$ cat src/usart_lin_pkg.sv
// constants, carrier types and operation summary for the lin register bank
// Summary of operation
// - dma writes lin config only when enabled
// - length mode zero gives length field plus one
// - length mode one takes identifier bits four, five
// - wakeup command sends lin 2.0 or 1.3
// - frame slot disable bit turns slot mode off
// - checksum type picks enhanced or classic sum
// - master sends checksum, slave verifies it
// - checksum disable stops all checksum handling
// - master sends parity, both roles check it
// - parity disable stops all parity handling
// - node action selects publish, subscribe or ignore
// - master identifier field is read write
// - slave identifier field shows last received
// - protect enable changes only with correct key
// - keyed write sets or clears protection
// - violation source names the blocked register
// - violation flag holds until status is read
// - reading protection status clears all fields
// - version register is read only, fixed
// - receive timeout field is seventeen bits
// - divided clock is module clock over eight
// - protected registers ignore writes while protected
package usart_lin_pkg;

  // byte offsets on the register port
  localparam logic [7:0] OFS_CONTROL    = 8'h00;
  localparam logic [7:0] OFS_MODE       = 8'h04;
  localparam logic [7:0] OFS_BAUD       = 8'h20;
  localparam logic [7:0] OFS_TIMEOUT    = 8'h24;
  localparam logic [7:0] OFS_TIMEGUARD  = 8'h28;
  localparam logic [7:0] OFS_MANCHESTER = 8'h50;
  localparam logic [7:0] OFS_LIN_CFG    = 8'h54;
  localparam logic [7:0] OFS_LIN_ID     = 8'h58;
  localparam logic [7:0] OFS_PROT_MODE  = 8'hE4;
  localparam logic [7:0] OFS_PROT_STAT  = 8'hE8;
  localparam logic [7:0] OFS_VERSION    = 8'hFC;

  // lin frame config field positions
  localparam int LC_DMA_BIT     = 16;
  localparam int LC_LEN_LSB     = 8;
  localparam int LC_WAKE_BIT    = 7;
  localparam int LC_NOSLOT_BIT  = 6;
  localparam int LC_LENMODE_BIT = 5;
  localparam int LC_SUMTYPE_BIT = 4;
  localparam int LC_NOSUM_BIT   = 3;
  localparam int LC_NOPAR_BIT   = 2;
  localparam int LC_WIDTH       = 17;

  // control, protection and mode fields
  localparam int          CTRL_WAKE_BIT = 0;
  localparam int          KEY_LSB       = 8;
  localparam logic [23:0] KEY_VALUE     = 24'h555341;
  localparam int          PE_BIT        = 0;
  localparam int          VSRC_LSB      = 8;
  localparam int          VS_BIT        = 0;
  localparam int          MODE_W        = 4;
  localparam logic [3:0]  MODE_MASTER   = 4'hA;
  localparam logic [3:0]  MODE_SLAVE    = 4'hB;
  localparam int          TIMEOUT_W     = 17;
  localparam int          CD_W          = 16;
  localparam int          FP_LSB        = 16;
  localparam int          FP_W          = 3;
  localparam int          LEN_W         = 9;

  // response lengths picked by identifier bits five and four
  localparam logic [8:0] LEN_ID_0 = 9'h002;
  localparam logic [8:0] LEN_ID_1 = 9'h002;
  localparam logic [8:0] LEN_ID_2 = 9'h004;
  localparam logic [8:0] LEN_ID_3 = 9'h008;

  // reset value of the mode and manchester registers
  localparam logic [31:0] RST_WORD = 32'h0000_0000;

  typedef enum logic [1:0] {
    NA_PUBLISH   = 2'h0,
    NA_SUBSCRIBE = 2'h1,
    NA_IGNORE    = 2'h2,
    NA_RESERVED  = 2'h3
  } node_action_e;

  // decoded lin settings handed to the frame engine
  typedef struct packed {
    logic [LEN_W-1:0] resp_len;      // response bytes
    logic             frame_slot_en; // slot mode on
    logic             chk_enhanced;  // sum includes identifier
    logic             chk_generate;  // master sends sum
    logic             chk_verify;    // slave checks sum
    logic             par_generate;  // master sends parity
    logic             par_check;     // parity checked
    node_action_e     node_action;   // response handling
  } lin_cfg_s;

  // plain serial settings held behind protection
  typedef struct packed {
    logic [MODE_W-1:0]    mode;          // usart mode code
    logic [FP_W-1:0]      frac;          // baud fraction
    logic [CD_W-1:0]      clk_div;       // baud divider
    logic [TIMEOUT_W-1:0] timeout_value; // receive timeout
    logic [7:0]           timeguard;     // transmit guard
  } serial_cfg_s;

endpackage : usart_lin_pkg

$ cat src/usart_lin_cfg_write_protect.sv
// lin configuration, identifier and write protection register bank
module usart_lin_cfg_write_protect #(
  parameter int unsigned CLK_DIV       = 8,            // divided clock ratio
  parameter logic [31:0] VERSION_VALUE = 32'h0000_0101 // arbitrary value
) (
  input  wire logic                      clk,          // module clock
  input  wire logic                      rst_n,        // async reset
  input  wire logic                      ce,           // clock enable
  input  wire logic [7:0]                addr,         // byte address
  input  wire logic [31:0]               wdata,        // write data
  input  wire logic                      wr,           // write strobe
  input  wire logic                      rd,           // read strobe
  output logic [31:0]                    rdata,        // read data
  input  wire logic                      dma_wr,       // dma write strobe
  input  wire logic [31:0]               dma_wdata,    // dma write data
  input  wire logic                      rx_id_valid,  // identifier received
  input  wire logic [7:0]                rx_id,        // received identifier
  output usart_lin_pkg::lin_cfg_s        lin_cfg,      // decoded lin setup
  output usart_lin_pkg::serial_cfg_s     serial_cfg,   // protected setup
  output logic [31:0]                    manchester,   // manchester word
  output logic [7:0]                     id_char,      // identifier value
  output logic                           wake_pulse,   // send wakeup
  output logic                           wake_lin13,   // wakeup style
  output logic                           div_tick,     // divided clock tick
  output logic                           prot_on       // protection state
);

  // storage
  logic [31:0]                      mode_reg;        // mode word
  logic [usart_lin_pkg::FP_LSB+2:0] baud_reg;        // divider and fraction
  logic [usart_lin_pkg::TIMEOUT_W-1:0] timeout_reg;  // timeout value
  logic [7:0]                       timeguard_reg;   // timeguard value
  logic [31:0]                      manch_reg;       // manchester word
  logic [usart_lin_pkg::LC_WIDTH-1:0] lin_cfg_reg;   // lin frame config
  logic [7:0]                       lin_id_reg;      // identifier char
  logic                             pe_reg;          // protect enable
  logic                             vs_reg;          // violation status
  logic [15:0]                      vsrc_reg;        // violation source
  logic [31:0]                      rdata_reg;       // read return
  usart_lin_pkg::lin_cfg_s          lin_dec_reg;     // decoded lin setup
  logic                             wake_reg;        // wakeup pulse
  logic                             wake13_reg;      // wakeup style
  logic [$clog2(CLK_DIV)-1:0]       div_cnt_reg;     // prescaler count
  logic                             div_tick_reg;    // prescaler tick

  // decode
  logic is_protected;  // address is a guarded register
  logic prot_write;    // guarded write allowed
  logic prot_block;    // guarded write refused
  logic is_master;     // master node mode
  logic is_slave;      // slave node mode
  logic key_ok;        // protection key matches
  logic stat_read;     // status read this cycle
  logic [31:0] rd_word; // word selected for read

  localparam logic [$clog2(CLK_DIV)-1:0] DIV_LAST =
    ($clog2(CLK_DIV))'(CLK_DIV - 1);

  // address decoding of the guarded group
  always_comb begin
    if (addr == usart_lin_pkg::OFS_MODE) begin
      is_protected = 1'b1;
    end else if (addr == usart_lin_pkg::OFS_BAUD) begin
      is_protected = 1'b1;
    end else if (addr == usart_lin_pkg::OFS_TIMEOUT) begin
      is_protected = 1'b1;
    end else if (addr == usart_lin_pkg::OFS_TIMEGUARD) begin
      is_protected = 1'b1;
    end else if (addr == usart_lin_pkg::OFS_MANCHESTER) begin
      is_protected = 1'b1;
    end else begin
      is_protected = 1'b0;
    end
  end

  assign prot_write = ce && wr && is_protected && !pe_reg;
  assign prot_block = ce && wr && is_protected && pe_reg;
  assign is_master  = mode_reg[usart_lin_pkg::MODE_W-1:0] ==
                      usart_lin_pkg::MODE_MASTER;
  assign is_slave   = mode_reg[usart_lin_pkg::MODE_W-1:0] ==
                      usart_lin_pkg::MODE_SLAVE;
  assign key_ok     = wdata[31:usart_lin_pkg::KEY_LSB] ==
                      usart_lin_pkg::KEY_VALUE;
  assign stat_read  = ce && rd && (addr == usart_lin_pkg::OFS_PROT_STAT);

  // guarded registers only change while unprotected
  always_ff @(posedge clk or negedge rst_n) begin
    if (!rst_n) begin
      mode_reg      <= usart_lin_pkg::RST_WORD;
      baud_reg      <= '0;
      timeout_reg   <= '0;
      timeguard_reg <= '0;
      manch_reg     <= usart_lin_pkg::RST_WORD;
    end else if (prot_write) begin
      if (addr == usart_lin_pkg::OFS_MODE) begin
        mode_reg <= wdata;
      end else if (addr == usart_lin_pkg::OFS_BAUD) begin
        baud_reg <= wdata[usart_lin_pkg::FP_LSB+2:0];
      end else if (addr == usart_lin_pkg::OFS_TIMEOUT) begin
        timeout_reg <= wdata[usart_lin_pkg::TIMEOUT_W-1:0];
      end else if (addr == usart_lin_pkg::OFS_TIMEGUARD) begin
        timeguard_reg <= wdata[7:0];
      end else begin
        manch_reg <= wdata;
      end
    end
  end

  // lin frame config; software beats dma in the same cycle
  always_ff @(posedge clk or negedge rst_n) begin
    if (!rst_n) begin
      lin_cfg_reg <= '0;
    end else if (ce && wr && addr == usart_lin_pkg::OFS_LIN_CFG) begin
      lin_cfg_reg <= wdata[usart_lin_pkg::LC_WIDTH-1:0];
    end else if (ce && dma_wr && lin_cfg_reg[usart_lin_pkg::LC_DMA_BIT]) begin
      // dma write keeps its own enable bit
      lin_cfg_reg[usart_lin_pkg::LC_DMA_BIT-1:0] <=
        dma_wdata[usart_lin_pkg::LC_DMA_BIT-1:0];
    end
  end

  // identifier: slave captures received chars, else software writes
  always_ff @(posedge clk or negedge rst_n) begin
    if (!rst_n) begin
      lin_id_reg <= '0;
    end else if (ce && is_slave) begin
      if (rx_id_valid) begin
        lin_id_reg <= rx_id;
      end
    end else if (ce && wr && addr == usart_lin_pkg::OFS_LIN_ID) begin
      lin_id_reg <= wdata[7:0];
    end
  end

  // protection enable
  always_ff @(posedge clk or negedge rst_n) begin
    if (!rst_n) begin
      pe_reg <= 1'b0;
    end else if (ce && wr && addr == usart_lin_pkg::OFS_PROT_MODE) begin
      if (key_ok) begin
        pe_reg <= wdata[usart_lin_pkg::PE_BIT];
      end
    end
  end

  // violation record; a new violation outranks the clearing read
  always_ff @(posedge clk or negedge rst_n) begin
    if (!rst_n) begin
      vs_reg   <= 1'b0;
      vsrc_reg <= '0;
    end else if (prot_block) begin
      vs_reg   <= 1'b1;
      vsrc_reg <= {8'h00, addr};
    end else if (stat_read) begin
      vs_reg   <= 1'b0;
      vsrc_reg <= '0;
    end
  end

  // wakeup command pulse with its style
  always_ff @(posedge clk or negedge rst_n) begin
    if (!rst_n) begin
      wake_reg   <= 1'b0;
      wake13_reg <= 1'b0;
    end else if (ce) begin
      wake_reg <= wr && addr == usart_lin_pkg::OFS_CONTROL &&
                  wdata[usart_lin_pkg::CTRL_WAKE_BIT];
      if (wr && addr == usart_lin_pkg::OFS_CONTROL &&
          wdata[usart_lin_pkg::CTRL_WAKE_BIT]) begin
        wake13_reg <= lin_cfg_reg[usart_lin_pkg::LC_WAKE_BIT];
      end
    end
  end

  always_ff @(posedge clk or negedge rst_n) begin
    if (!rst_n) begin
      div_cnt_reg  <= '0;
      div_tick_reg <= 1'b0;
    end else if (ce) begin
      div_tick_reg <= div_cnt_reg == DIV_LAST;
      if (div_cnt_reg == DIV_LAST) begin
        div_cnt_reg <= '0;
      end else begin
        div_cnt_reg <= div_cnt_reg + 1'b1;
      end
    end
  end

  // response length from identifier bits, lin 1.3 table
  function automatic logic [8:0] id_len(input logic [1:0] sel);
    case (sel)
      2'h0:    id_len = usart_lin_pkg::LEN_ID_0;
      2'h1:    id_len = usart_lin_pkg::LEN_ID_1;
      2'h2:    id_len = usart_lin_pkg::LEN_ID_2;
      default: id_len = usart_lin_pkg::LEN_ID_3;
    endcase
  endfunction : id_len

  // decoded settings lag the registers by one cycle
  always_ff @(posedge clk or negedge rst_n) begin
    if (!rst_n) begin
      lin_dec_reg <= '0;
    end else if (ce) begin
      if (lin_cfg_reg[usart_lin_pkg::LC_LENMODE_BIT]) begin
        lin_dec_reg.resp_len <= id_len(lin_id_reg[5:4]);
      end else begin
        lin_dec_reg.resp_len <= {1'b0,
          lin_cfg_reg[usart_lin_pkg::LC_LEN_LSB+:8]} + 9'h001;
      end
      lin_dec_reg.frame_slot_en <=
        !lin_cfg_reg[usart_lin_pkg::LC_NOSLOT_BIT];
      lin_dec_reg.chk_enhanced <=
        !lin_cfg_reg[usart_lin_pkg::LC_SUMTYPE_BIT];
      lin_dec_reg.chk_generate <= is_master &&
        !lin_cfg_reg[usart_lin_pkg::LC_NOSUM_BIT];
      lin_dec_reg.chk_verify <= is_slave &&
        !lin_cfg_reg[usart_lin_pkg::LC_NOSUM_BIT];
      lin_dec_reg.par_generate <= is_master &&
        !lin_cfg_reg[usart_lin_pkg::LC_NOPAR_BIT];
      lin_dec_reg.par_check <= (is_master || is_slave) &&
        !lin_cfg_reg[usart_lin_pkg::LC_NOPAR_BIT];
      // node action passed as coded; reserved code left to engine
      lin_dec_reg.node_action <=
        usart_lin_pkg::node_action_e'(lin_cfg_reg[1:0]);
    end
  end

  // read mux; unmapped offsets read zero
  always_comb begin
    rd_word = '0;
    if (addr == usart_lin_pkg::OFS_MODE) begin
      rd_word = mode_reg;
    end else if (addr == usart_lin_pkg::OFS_BAUD) begin
      rd_word[usart_lin_pkg::FP_LSB+2:0] = baud_reg;
    end else if (addr == usart_lin_pkg::OFS_TIMEOUT) begin
      rd_word[usart_lin_pkg::TIMEOUT_W-1:0] = timeout_reg;
    end else if (addr == usart_lin_pkg::OFS_TIMEGUARD) begin
      rd_word[7:0] = timeguard_reg;
    end else if (addr == usart_lin_pkg::OFS_MANCHESTER) begin
      rd_word = manch_reg;
    end else if (addr == usart_lin_pkg::OFS_LIN_CFG) begin
      rd_word[usart_lin_pkg::LC_WIDTH-1:0] = lin_cfg_reg;
    end else if (addr == usart_lin_pkg::OFS_LIN_ID) begin
      rd_word[7:0] = lin_id_reg;
    end else if (addr == usart_lin_pkg::OFS_PROT_MODE) begin
      rd_word[usart_lin_pkg::PE_BIT] = pe_reg;
    end else if (addr == usart_lin_pkg::OFS_PROT_STAT) begin
      rd_word[usart_lin_pkg::VSRC_LSB+:16] = vsrc_reg;
      rd_word[usart_lin_pkg::VS_BIT] = vs_reg;
    end else if (addr == usart_lin_pkg::OFS_VERSION) begin
      rd_word = VERSION_VALUE;
    end
  end

  // read data stands only in the cycle after the strobe
  always_ff @(posedge clk or negedge rst_n) begin
    if (!rst_n) begin
      rdata_reg <= '0;
    end else if (ce) begin
      rdata_reg <= rd ? rd_word : '0;
    end
  end

  assign rdata      = rdata_reg;
  assign lin_cfg    = lin_dec_reg;
  assign serial_cfg = {mode_reg[usart_lin_pkg::MODE_W-1:0],
                       baud_reg[usart_lin_pkg::FP_LSB+:usart_lin_pkg::FP_W],
                       baud_reg[usart_lin_pkg::CD_W-1:0],
                       timeout_reg, timeguard_reg};
  assign manchester = manch_reg;
  assign id_char    = lin_id_reg;
  assign wake_pulse = wake_reg;
  assign wake_lin13 = wake13_reg;
  assign div_tick   = div_tick_reg;
  assign prot_on    = pe_reg;

  chk_dma_gate: assert property (@(posedge clk) disable iff (!rst_n)
    (ce && dma_wr && !lin_cfg_reg[usart_lin_pkg::LC_DMA_BIT] &&
     !(wr && addr == usart_lin_pkg::OFS_LIN_CFG)) |=> $stable(lin_cfg_reg))
    else $error("dma changed lin config while disabled");

  chk_len_field: assert property (@(posedge clk) disable iff (!rst_n)
    (rst_n && ce && !lin_cfg_reg[usart_lin_pkg::LC_LENMODE_BIT]) |=>
    lin_dec_reg.resp_len ==
      $past(lin_cfg_reg[usart_lin_pkg::LC_LEN_LSB+:8]) + 9'h001)
    else $error("response length not field plus one");

  chk_key_abort: assert property (@(posedge clk) disable iff (!rst_n)
    (ce && wr && addr == usart_lin_pkg::OFS_PROT_MODE && !key_ok) |=>
    $stable(pe_reg))
    else $error("protect enable changed on bad key");

  chk_guard_hold: assert property (@(posedge clk) disable iff (!rst_n)
    (wr && pe_reg && addr == usart_lin_pkg::OFS_BAUD) |=>
    $stable(baud_reg) ##1 $stable(baud_reg))
    else $error("protected baud register was written");

  chk_violation_log: assert property (
    @(posedge clk) disable iff (!rst_n)
    prot_block |=> vs_reg && vsrc_reg[7:0] == $past(addr))
    else $error("blocked write not logged");

  chk_status_clear: assert property (@(posedge clk) disable iff (!rst_n)
    (stat_read && !prot_block) |=> !vs_reg && vsrc_reg == 16'h0000)
    else $error("status not cleared by read");

  chk_status_sticky: assert property (
    @(posedge clk) disable iff (!rst_n)
    (vs_reg && !stat_read) |=> vs_reg)
    else $error("violation flag dropped without read");

  chk_slave_ident: assert property (@(posedge clk) disable iff (!rst_n)
    (ce && is_slave && !rx_id_valid) |=> $stable(lin_id_reg))
    else $error("slave identifier changed without reception");

  chk_div_period: assert property (@(posedge clk) disable iff (!rst_n)
    (ce && div_tick_reg) |=> !div_tick_reg)
    else $error("divided clock tick too long");

  // style is taken at the command edge, so a dma load then cannot skew it
  chk_wake_style: assert property (@(posedge clk) disable iff (!rst_n)
    $rose(wake_reg) |->
      wake13_reg == $past(lin_cfg_reg[usart_lin_pkg::LC_WAKE_BIT]))
    else $error("wakeup style does not match config");

  chk_slot_mode: assert property (@(posedge clk) disable iff (!rst_n)
    (rst_n && ce) |=> lin_dec_reg.frame_slot_en !=
      $past(lin_cfg_reg[usart_lin_pkg::LC_NOSLOT_BIT]))
    else $error("frame slot mode does not follow disable bit");

  chk_sum_type: assert property (@(posedge clk) disable iff (!rst_n)
    (rst_n && ce) |=> lin_dec_reg.chk_enhanced !=
      $past(lin_cfg_reg[usart_lin_pkg::LC_SUMTYPE_BIT]))
    else $error("checksum type decoded wrongly");

  chk_sum_off: assert property (@(posedge clk) disable iff (!rst_n)
    (ce && lin_cfg_reg[usart_lin_pkg::LC_NOSUM_BIT]) |=>
    !lin_dec_reg.chk_generate && !lin_dec_reg.chk_verify)
    else $error("checksum handled while disabled");

  chk_parity_off: assert property (@(posedge clk) disable iff (!rst_n)
    (ce && lin_cfg_reg[usart_lin_pkg::LC_NOPAR_BIT]) |=>
    !lin_dec_reg.par_generate && !lin_dec_reg.par_check)
    else $error("parity handled while disabled");

  chk_key_pass: assert property (@(posedge clk) disable iff (!rst_n)
    (ce && wr && addr == usart_lin_pkg::OFS_PROT_MODE && key_ok) |=>
    pe_reg == $past(wdata[usart_lin_pkg::PE_BIT]))
    else $error("keyed write did not set protect enable");

  chk_master_ident: assert property (@(posedge clk) disable iff (!rst_n)
    (ce && wr && is_master && addr == usart_lin_pkg::OFS_LIN_ID) |=>
    lin_id_reg == $past(wdata[7:0]))
    else $error("master identifier write lost");

endmodule : usart_lin_cfg_write_protect

$ cat config.mk
export PLATFORM = sky130hd
export DESIGN_NAME = usart_lin_cfg_write_protect
export DESIGN_NICKNAME = d
export VERILOG_FILES = /design/src/usart_lin_pkg.sv /design/src/usart_lin_cfg_write_protect.sv
export SDC_FILE = /design/constraint.sdc
export NUM_CORES = 1
export LEC_CHECK = 0
export ABC_AREA = 0
export BUFFER_PORTS_ARGS = -buffer_cell sky130_fd_sc_hd__buf_2
export CAP_MARGIN = 25
export CORE_MARGIN = 8
export CORE_UTILIZATION = 50
export CTS_BUF_LIST = sky130_fd_sc_hd__clkbuf_4 sky130_fd_sc_hd__clkbuf_8
export CTS_CLUSTER_DIAMETER = 200
export CTS_CLUSTER_SIZE = 20
export DETAILED_ROUTE_END_ITERATION = 7
export PLACE_DENSITY_LB_ADDON = 0.3
export SYNTH_ARGS = -nofsm -noshare
export SYNTH_HDL_FRONTEND = slang
export SYNTH_SLANG_ARGS = --single-unit
$ cat constraint.sdc
create_clock -name clk -period 1.7 [get_ports clk]
set_clock_uncertainty 0.2 [all_clocks]
set_input_delay 0.17 -clock clk [delete_from_list [all_inputs] [get_ports clk]]
set_output_delay 0.17 -clock clk [all_outputs]
set_load 0.05 [all_outputs]
======== Yosys cells after proc, flatten, opt, wreduce, memory -nomap -nowiden ========
Index checks and enable logic that the tools add are counted.
cells by class
  equal/unequal tests ..................... 17
  bitwise operators ....................... 4
  muxes and demuxes ....................... 59
  reductions and logical operators ........ 38
  add/sub/neg operators ................... 2
operators by type and width
  cell                                                               count
  32-bit two-way mux                                                 12
  31-bit two-way mux                                                 8
  24-bit two-way mux                                                 8
  16-bit two-way mux                                                 5
  8-bit two-way mux                                                  6
  17-bit two-way mux                                                 2
  15-bit two-way mux                                                 2
  24-bit by 23-bit == test with 1-bit output, second input constant  1
  8-bit by 6-bit == test with 1-bit output, second input constant    3
  8-bit by 7-bit == test with 1-bit output, second input constant    3
  8-bit == test, second input constant                               3
  19-bit two-way mux                                                 1
  1-bit logical AND                                                  18
  9-bit two-way mux                                                  2
  13-bit two-way mux                                                 1
  5-bit AND reduction                                                2
  8-bit by 1-bit adder with 9-bit output, second input constant      1
  1-bit two-way mux                                                  9
  4-bit == test, second input constant                               2
  8-bit by 3-bit == test with 1-bit output, second input constant    1
  8-bit logical NOT                                                  1
  4-bit one-hot mux with 2 select lines                              1
  2-bit AND reduction                                                4
  7-bit two-way mux                                                  1
  other kinds (14)                                                   23
word-level totals
  register bits ........................... 206
  output and inout port bits .............. 141

======== Longest topological paths before layout ========
  depth after elaboration ................. 34
  mapped depth ............................ 9
  gate-level depth less buffers ........... 5

======== Worst setup path before layout ========
Ideal clock, no wire load.
  path kind ............................... reg-to-reg
  start ................................... register pe_reg, in the netlist prot_on
  end ..................................... register baud_reg[10] (netlist bit)
  slack ................................... -0.366 ns
  arrival ................................. 1.738 ns
  cell stages (with the launch flop) ...... 5
  cells stage by stage .................... dfrtp_1 nor2_1 nand3_2 buf_2 mux2_1
on the way
  cells in the longest elaborated chain, start to end .. 3
ends and longest elaborated chain
  what                           line                                RTL
  start, declared                usart_lin_cfg_write_protect.sv:36   logic pe_reg;
  start signal, assigned         usart_lin_cfg_write_protect.sv:141  pe_reg <= wdata[usart_lin_pkg::PE_BIT];
  1-bit logical NOT              usart_lin_cfg_write_protect.sv:76   assign prot_write = ce && wr && is_protected && !pe_reg;
  1-bit logical AND              usart_lin_cfg_write_protect.sv:76
  3-bit AND reduction (no line)  --
  end signal, assigned           usart_lin_cfg_write_protect.sv:98   baud_reg <= wdata[usart_lin_pkg::FP_LSB+2:0];
  end, declared                  usart_lin_cfg_write_protect.sv:30   logic [usart_lin_pkg::FP_LSB+2:0] baud_reg;
No other way between the ends.
A chain may end at the register's enable or synchronous reset.

======== Worst setup path in the final report ========
  start ................................... input wdata[9]
  end ..................................... register pe_reg, in the netlist prot_on
on the way
  cells in the longest elaborated chain, start to end .. 2
ends and longest elaborated chain
  what                                        line                               RTL
  start, declared                             usart_lin_cfg_write_protect.sv:10  input wire logic [31:0] wdata,
  24-bit by 23-bit == test with 1-bit output  usart_lin_cfg_write_protect.sv:82  assign key_ok = wdata[31:usart_lin_pkg::KEY_LSB] ==
  2-bit AND reduction (no line)               --
No other way between the ends.

==> results.md <==
- Placeable core region: 17800 sq um
- # port buffers: 211
- Synth Warn #: 0
- Clock tree sinks: 198
- Slowest CP cell: sky130_fd_sc_hd__dlygate4sd3_1
- Maximum number of pins on one net before global-route repair: 50
- Ranking of synthesized cells by area: sky130_fd_sc_hd__dfrtp_1 (55%), sky130_fd_sc_hd__mux2_1 (12%), sky130_fd_sc_hd__mux2i_1 (3.4%)
- Sum Neg Setup Slack: -1.72 ps
- Synth async-reset ratio: 100%
- Least-Margin Pin Slew: 441 ps
- Net Count, Synth: 814
- Antenna violation net count after detailed routing: 0
- Shortest clock period the worst path allows after layout: 1700 ps
- Critical path type: input port to flip-flop
- Power density relative to cell area: 795 nW/um^2
- Worst Setup End Kind: flip-flop
- Violations in the final reports: negative setup slack
- CP max stage delay: 530 ps
- Total gr overflow: 0
- Clk Tree Root Cell: sky130_fd_sc_hd__clkbuf_8
- Net count reported at finish: 1163
- Max-cap check violation count: 0
- Fin cells: 1317
- Number of core rows: 49
- Required @ worst endpoint: 1860 ps
- Final slew viol count: 0
- Nature of the critical path startpoint: input port
- CTS buffer count: 17
- Clk pin slew, worst setup/hold paths: 100 ps
- Ordered cell list for the critical path: dlygate4sd3_1, buf_2, nor4b_1, and3_2, nand4_1, mux2_4
- Remaining max-slew budget at the tightest pin: 70.5%
- Initial cell density of the core: 50.6%
- Post-synthesis area per instance: 12.5 sq um
- Number of different library cells in the post-synthesis netlist: 63
- Average detailed-routed wire length per instance: 21.4 um
- Synth Instances: 724
- DRC violations left: 0
- Number of fill cells in the layout: 1320
- Via count of the first global-routing pass: 7864
- Unrepaired setup endpoints after global routing: no
- Via count: 7487
- Final setup violation count: 1
- Maximum achievable frequency: 588 MHz
- Most frequent cell after synthesis: sky130_fd_sc_hd__dfrtp_1
- Worst min path class: input port to flip-flop
- Primary flip-flop cell chosen by synthesis mapping: sky130_fd_sc_hd__dfrtp_1
- Number of placed cells counting well taps: 1217
- Run status: complete, but fails checks
- Portion of synthesized cell area occupied by the leading cell type: 54.9%
- Library cell occupying the most area in the post-synthesis netlist: sky130_fd_sc_hd__dfrtp_1
- TritonCTS clock tree: yes
- Clock insertion delay at the later pin of the skew report: 480 ps
- Register bit total from synthesis: 198
- Largest driver fanout on the critical path: 2
- Total Die Area: 22600 sq um
- Final worst-path setup slack: -1.72 ps
- Number of H-tree levels: 4
- Final RePlAce weighted congestion: 0.867
- Global-route wire length before repair: 43.7 mm
- Die extent in y: 150 um
- Share of the yosys chip area belonging to registers: 54.9%
- Standby leakage power: 6.54 nW
- Share of layout cells above drive strength 1: 36.1%
- Post-Syn Area: 9030 sq um
- Router iterations before antenna repair: 5
- Commonest cells post-synth: sky130_fd_sc_hd__dfrtp_1 (198), sky130_fd_sc_hd__mux2_1 (99), sky130_fd_sc_hd__nand2_1 (49)
- Final Cycle Share: 100%
- Total global routing track utilization: 25.2%
- Number of top-level pins: 228
- Max clock buf depth: 2
- Horizontal die dimension: 150 um
- Largest register FFs: 34
- Final hold violation count: 0
- Area added between synthesis and finish: 35.4%
- HPWL after detailed placement: 20.9 mm
- Arrival time at the worst endpoint: 1860 ps
- Initial detailed-routing violation count: 555
- Number of antenna violations at the first check in global routing: 4
- Dpl ws: -355 ps
- Final WL: 28.2 mm
- Worst VDD drop: 0.575 mV
- Vias/cell: 5.68
- Count of flip-flops with a built-in enable after synthesis: 0
[cells by family after synthesis]
logic type / Yosys count / share of synthesized area, %
fa+ha+maj: 3 / 0.416
flops: 198 / 54.9
compound gates: 175 / 13.9
mux: 150 / 18.3
buf+inv: 53 / 3.17
xor+xnor: 8 / 0.776
simple gates: 137 / 8.63
[stage by stage]
step                      area (sq um)  hold slack (ps)  utilization (%)  power (mW)
after floorplan                   9080             -326                -        5.92
after global placement           11100            -79.2             62.3        6.52
after detailed placement         11100            -72.5             62.3        6.56
after CTS                        12200            0.646             68.2        9.78
after global routing             12200             27.0             68.5        10.1
final                            12200             27.8             68.5        9.73
[report_power, final]
part | internal [mW] | switching, mW
combinational | 0.565 | 0.932
sequential | 4.92 | 0.171
clock | 1.36 | 1.78
total | 6.85 | 2.88
[worst max-delay path: cells and delay by family]
family	cells	cell delay, ps
simple gates	3	700
mux	1	310
buf+inv	2	680
[routing by layer]
metal | track usage [%] | wire length [um]
met1 | 33.1 | 12100
met2 | 38.7 | 12900
met3 | 6.76 | 2220
met4 | 11.0 | 1010
met5 | 0 | 0
[final cells by class]
| class | instances | area, sq um | area share (%) |
|---|---|---|---|
| timing repair buffer | 380 | 2720 | 22.2 |
| sequential | 198 | 4960 | 40.5 |
| clock buffer | 18 | 241 | 1.97 |
| antenna | 2 | 5.00 | 0.0409 |
| inverter | 3 | 11.3 | 0.0921 |
| multi-input combinational | 473 | 3840 | 31.4 |
| tap | 229 | 287 | 2.34 |
| clock inverter | 14 | 168 | 1.37 |
[final timing paths]
| check | startpoint | endpoint | slack [ps] | cells past startpoint |
|---|---|---|---|---|
| max in group asynchronous | rst_n | vsrc_reg[6]$_DFFE_PN0P_ | 180 | 4 |
| worst min register to register | vs_reg$_DFFE_PN0P_ | vs_reg$_DFFE_PN0P_ | 280 | 1 |
| worst max-delay path | wdata[9] | prot_on$_DFFE_PN0P_ | -2 | 6 |
| min in group asynchronous | rst_n | baud_reg[4]$_DFFE_PN0P_ | 490 | 3 |
| worst max register to register | prot_on$_DFFE_PN0P_ | mode_reg[15]$_DFFE_PN0P_ | 50 | 4 |
| worst min-delay path | ce | lin_cfg[9]$_DFFE_PN0P_ | 30 | 3 |
[cells in the final DEF (no fill, tap or decap), types with 7 or more instances in the layout]
cell type and count:
sky130_fd_sc_hd__buf_2 207, sky130_fd_sc_hd__buf_12 17, sky130_fd_sc_hd__nand3_1 10, sky130_fd_sc_hd__clkbuf_8 18
sky130_fd_sc_hd__and2_1 12, sky130_fd_sc_hd__nor2_1 23, sky130_fd_sc_hd__mux2_2 20, sky130_fd_sc_hd__a21oi_1 31
sky130_fd_sc_hd__a21o_1 10, sky130_fd_sc_hd__o221ai_1 13, sky130_fd_sc_hd__mux2i_1 31, sky130_fd_sc_hd__o2bb2ai_1 25
sky130_fd_sc_hd__a22o_1 9, sky130_fd_sc_hd__dfrtp_1 197, sky130_fd_sc_hd__buf_4 88, sky130_fd_sc_hd__dlygate4sd3_1 64
sky130_fd_sc_hd__nand2_1 46, sky130_fd_sc_hd__a22oi_1 16, sky130_fd_sc_hd__o21ai_1 17, sky130_fd_sc_hd__a222oi_1 7
sky130_fd_sc_hd__o21ai_0 17, sky130_fd_sc_hd__mux2_1 98
[what timing repair did]
action                                 CTS  global route
hold buffers                            64             0
gates cloned                             0             0
gates resized for setup                  3            10
buffers inserted                         0             2
setup endpoints to repair               19            20
endpoints found under the hold margin  349             0
pin swaps                                1             2
(Power assumes the default switching activity.)
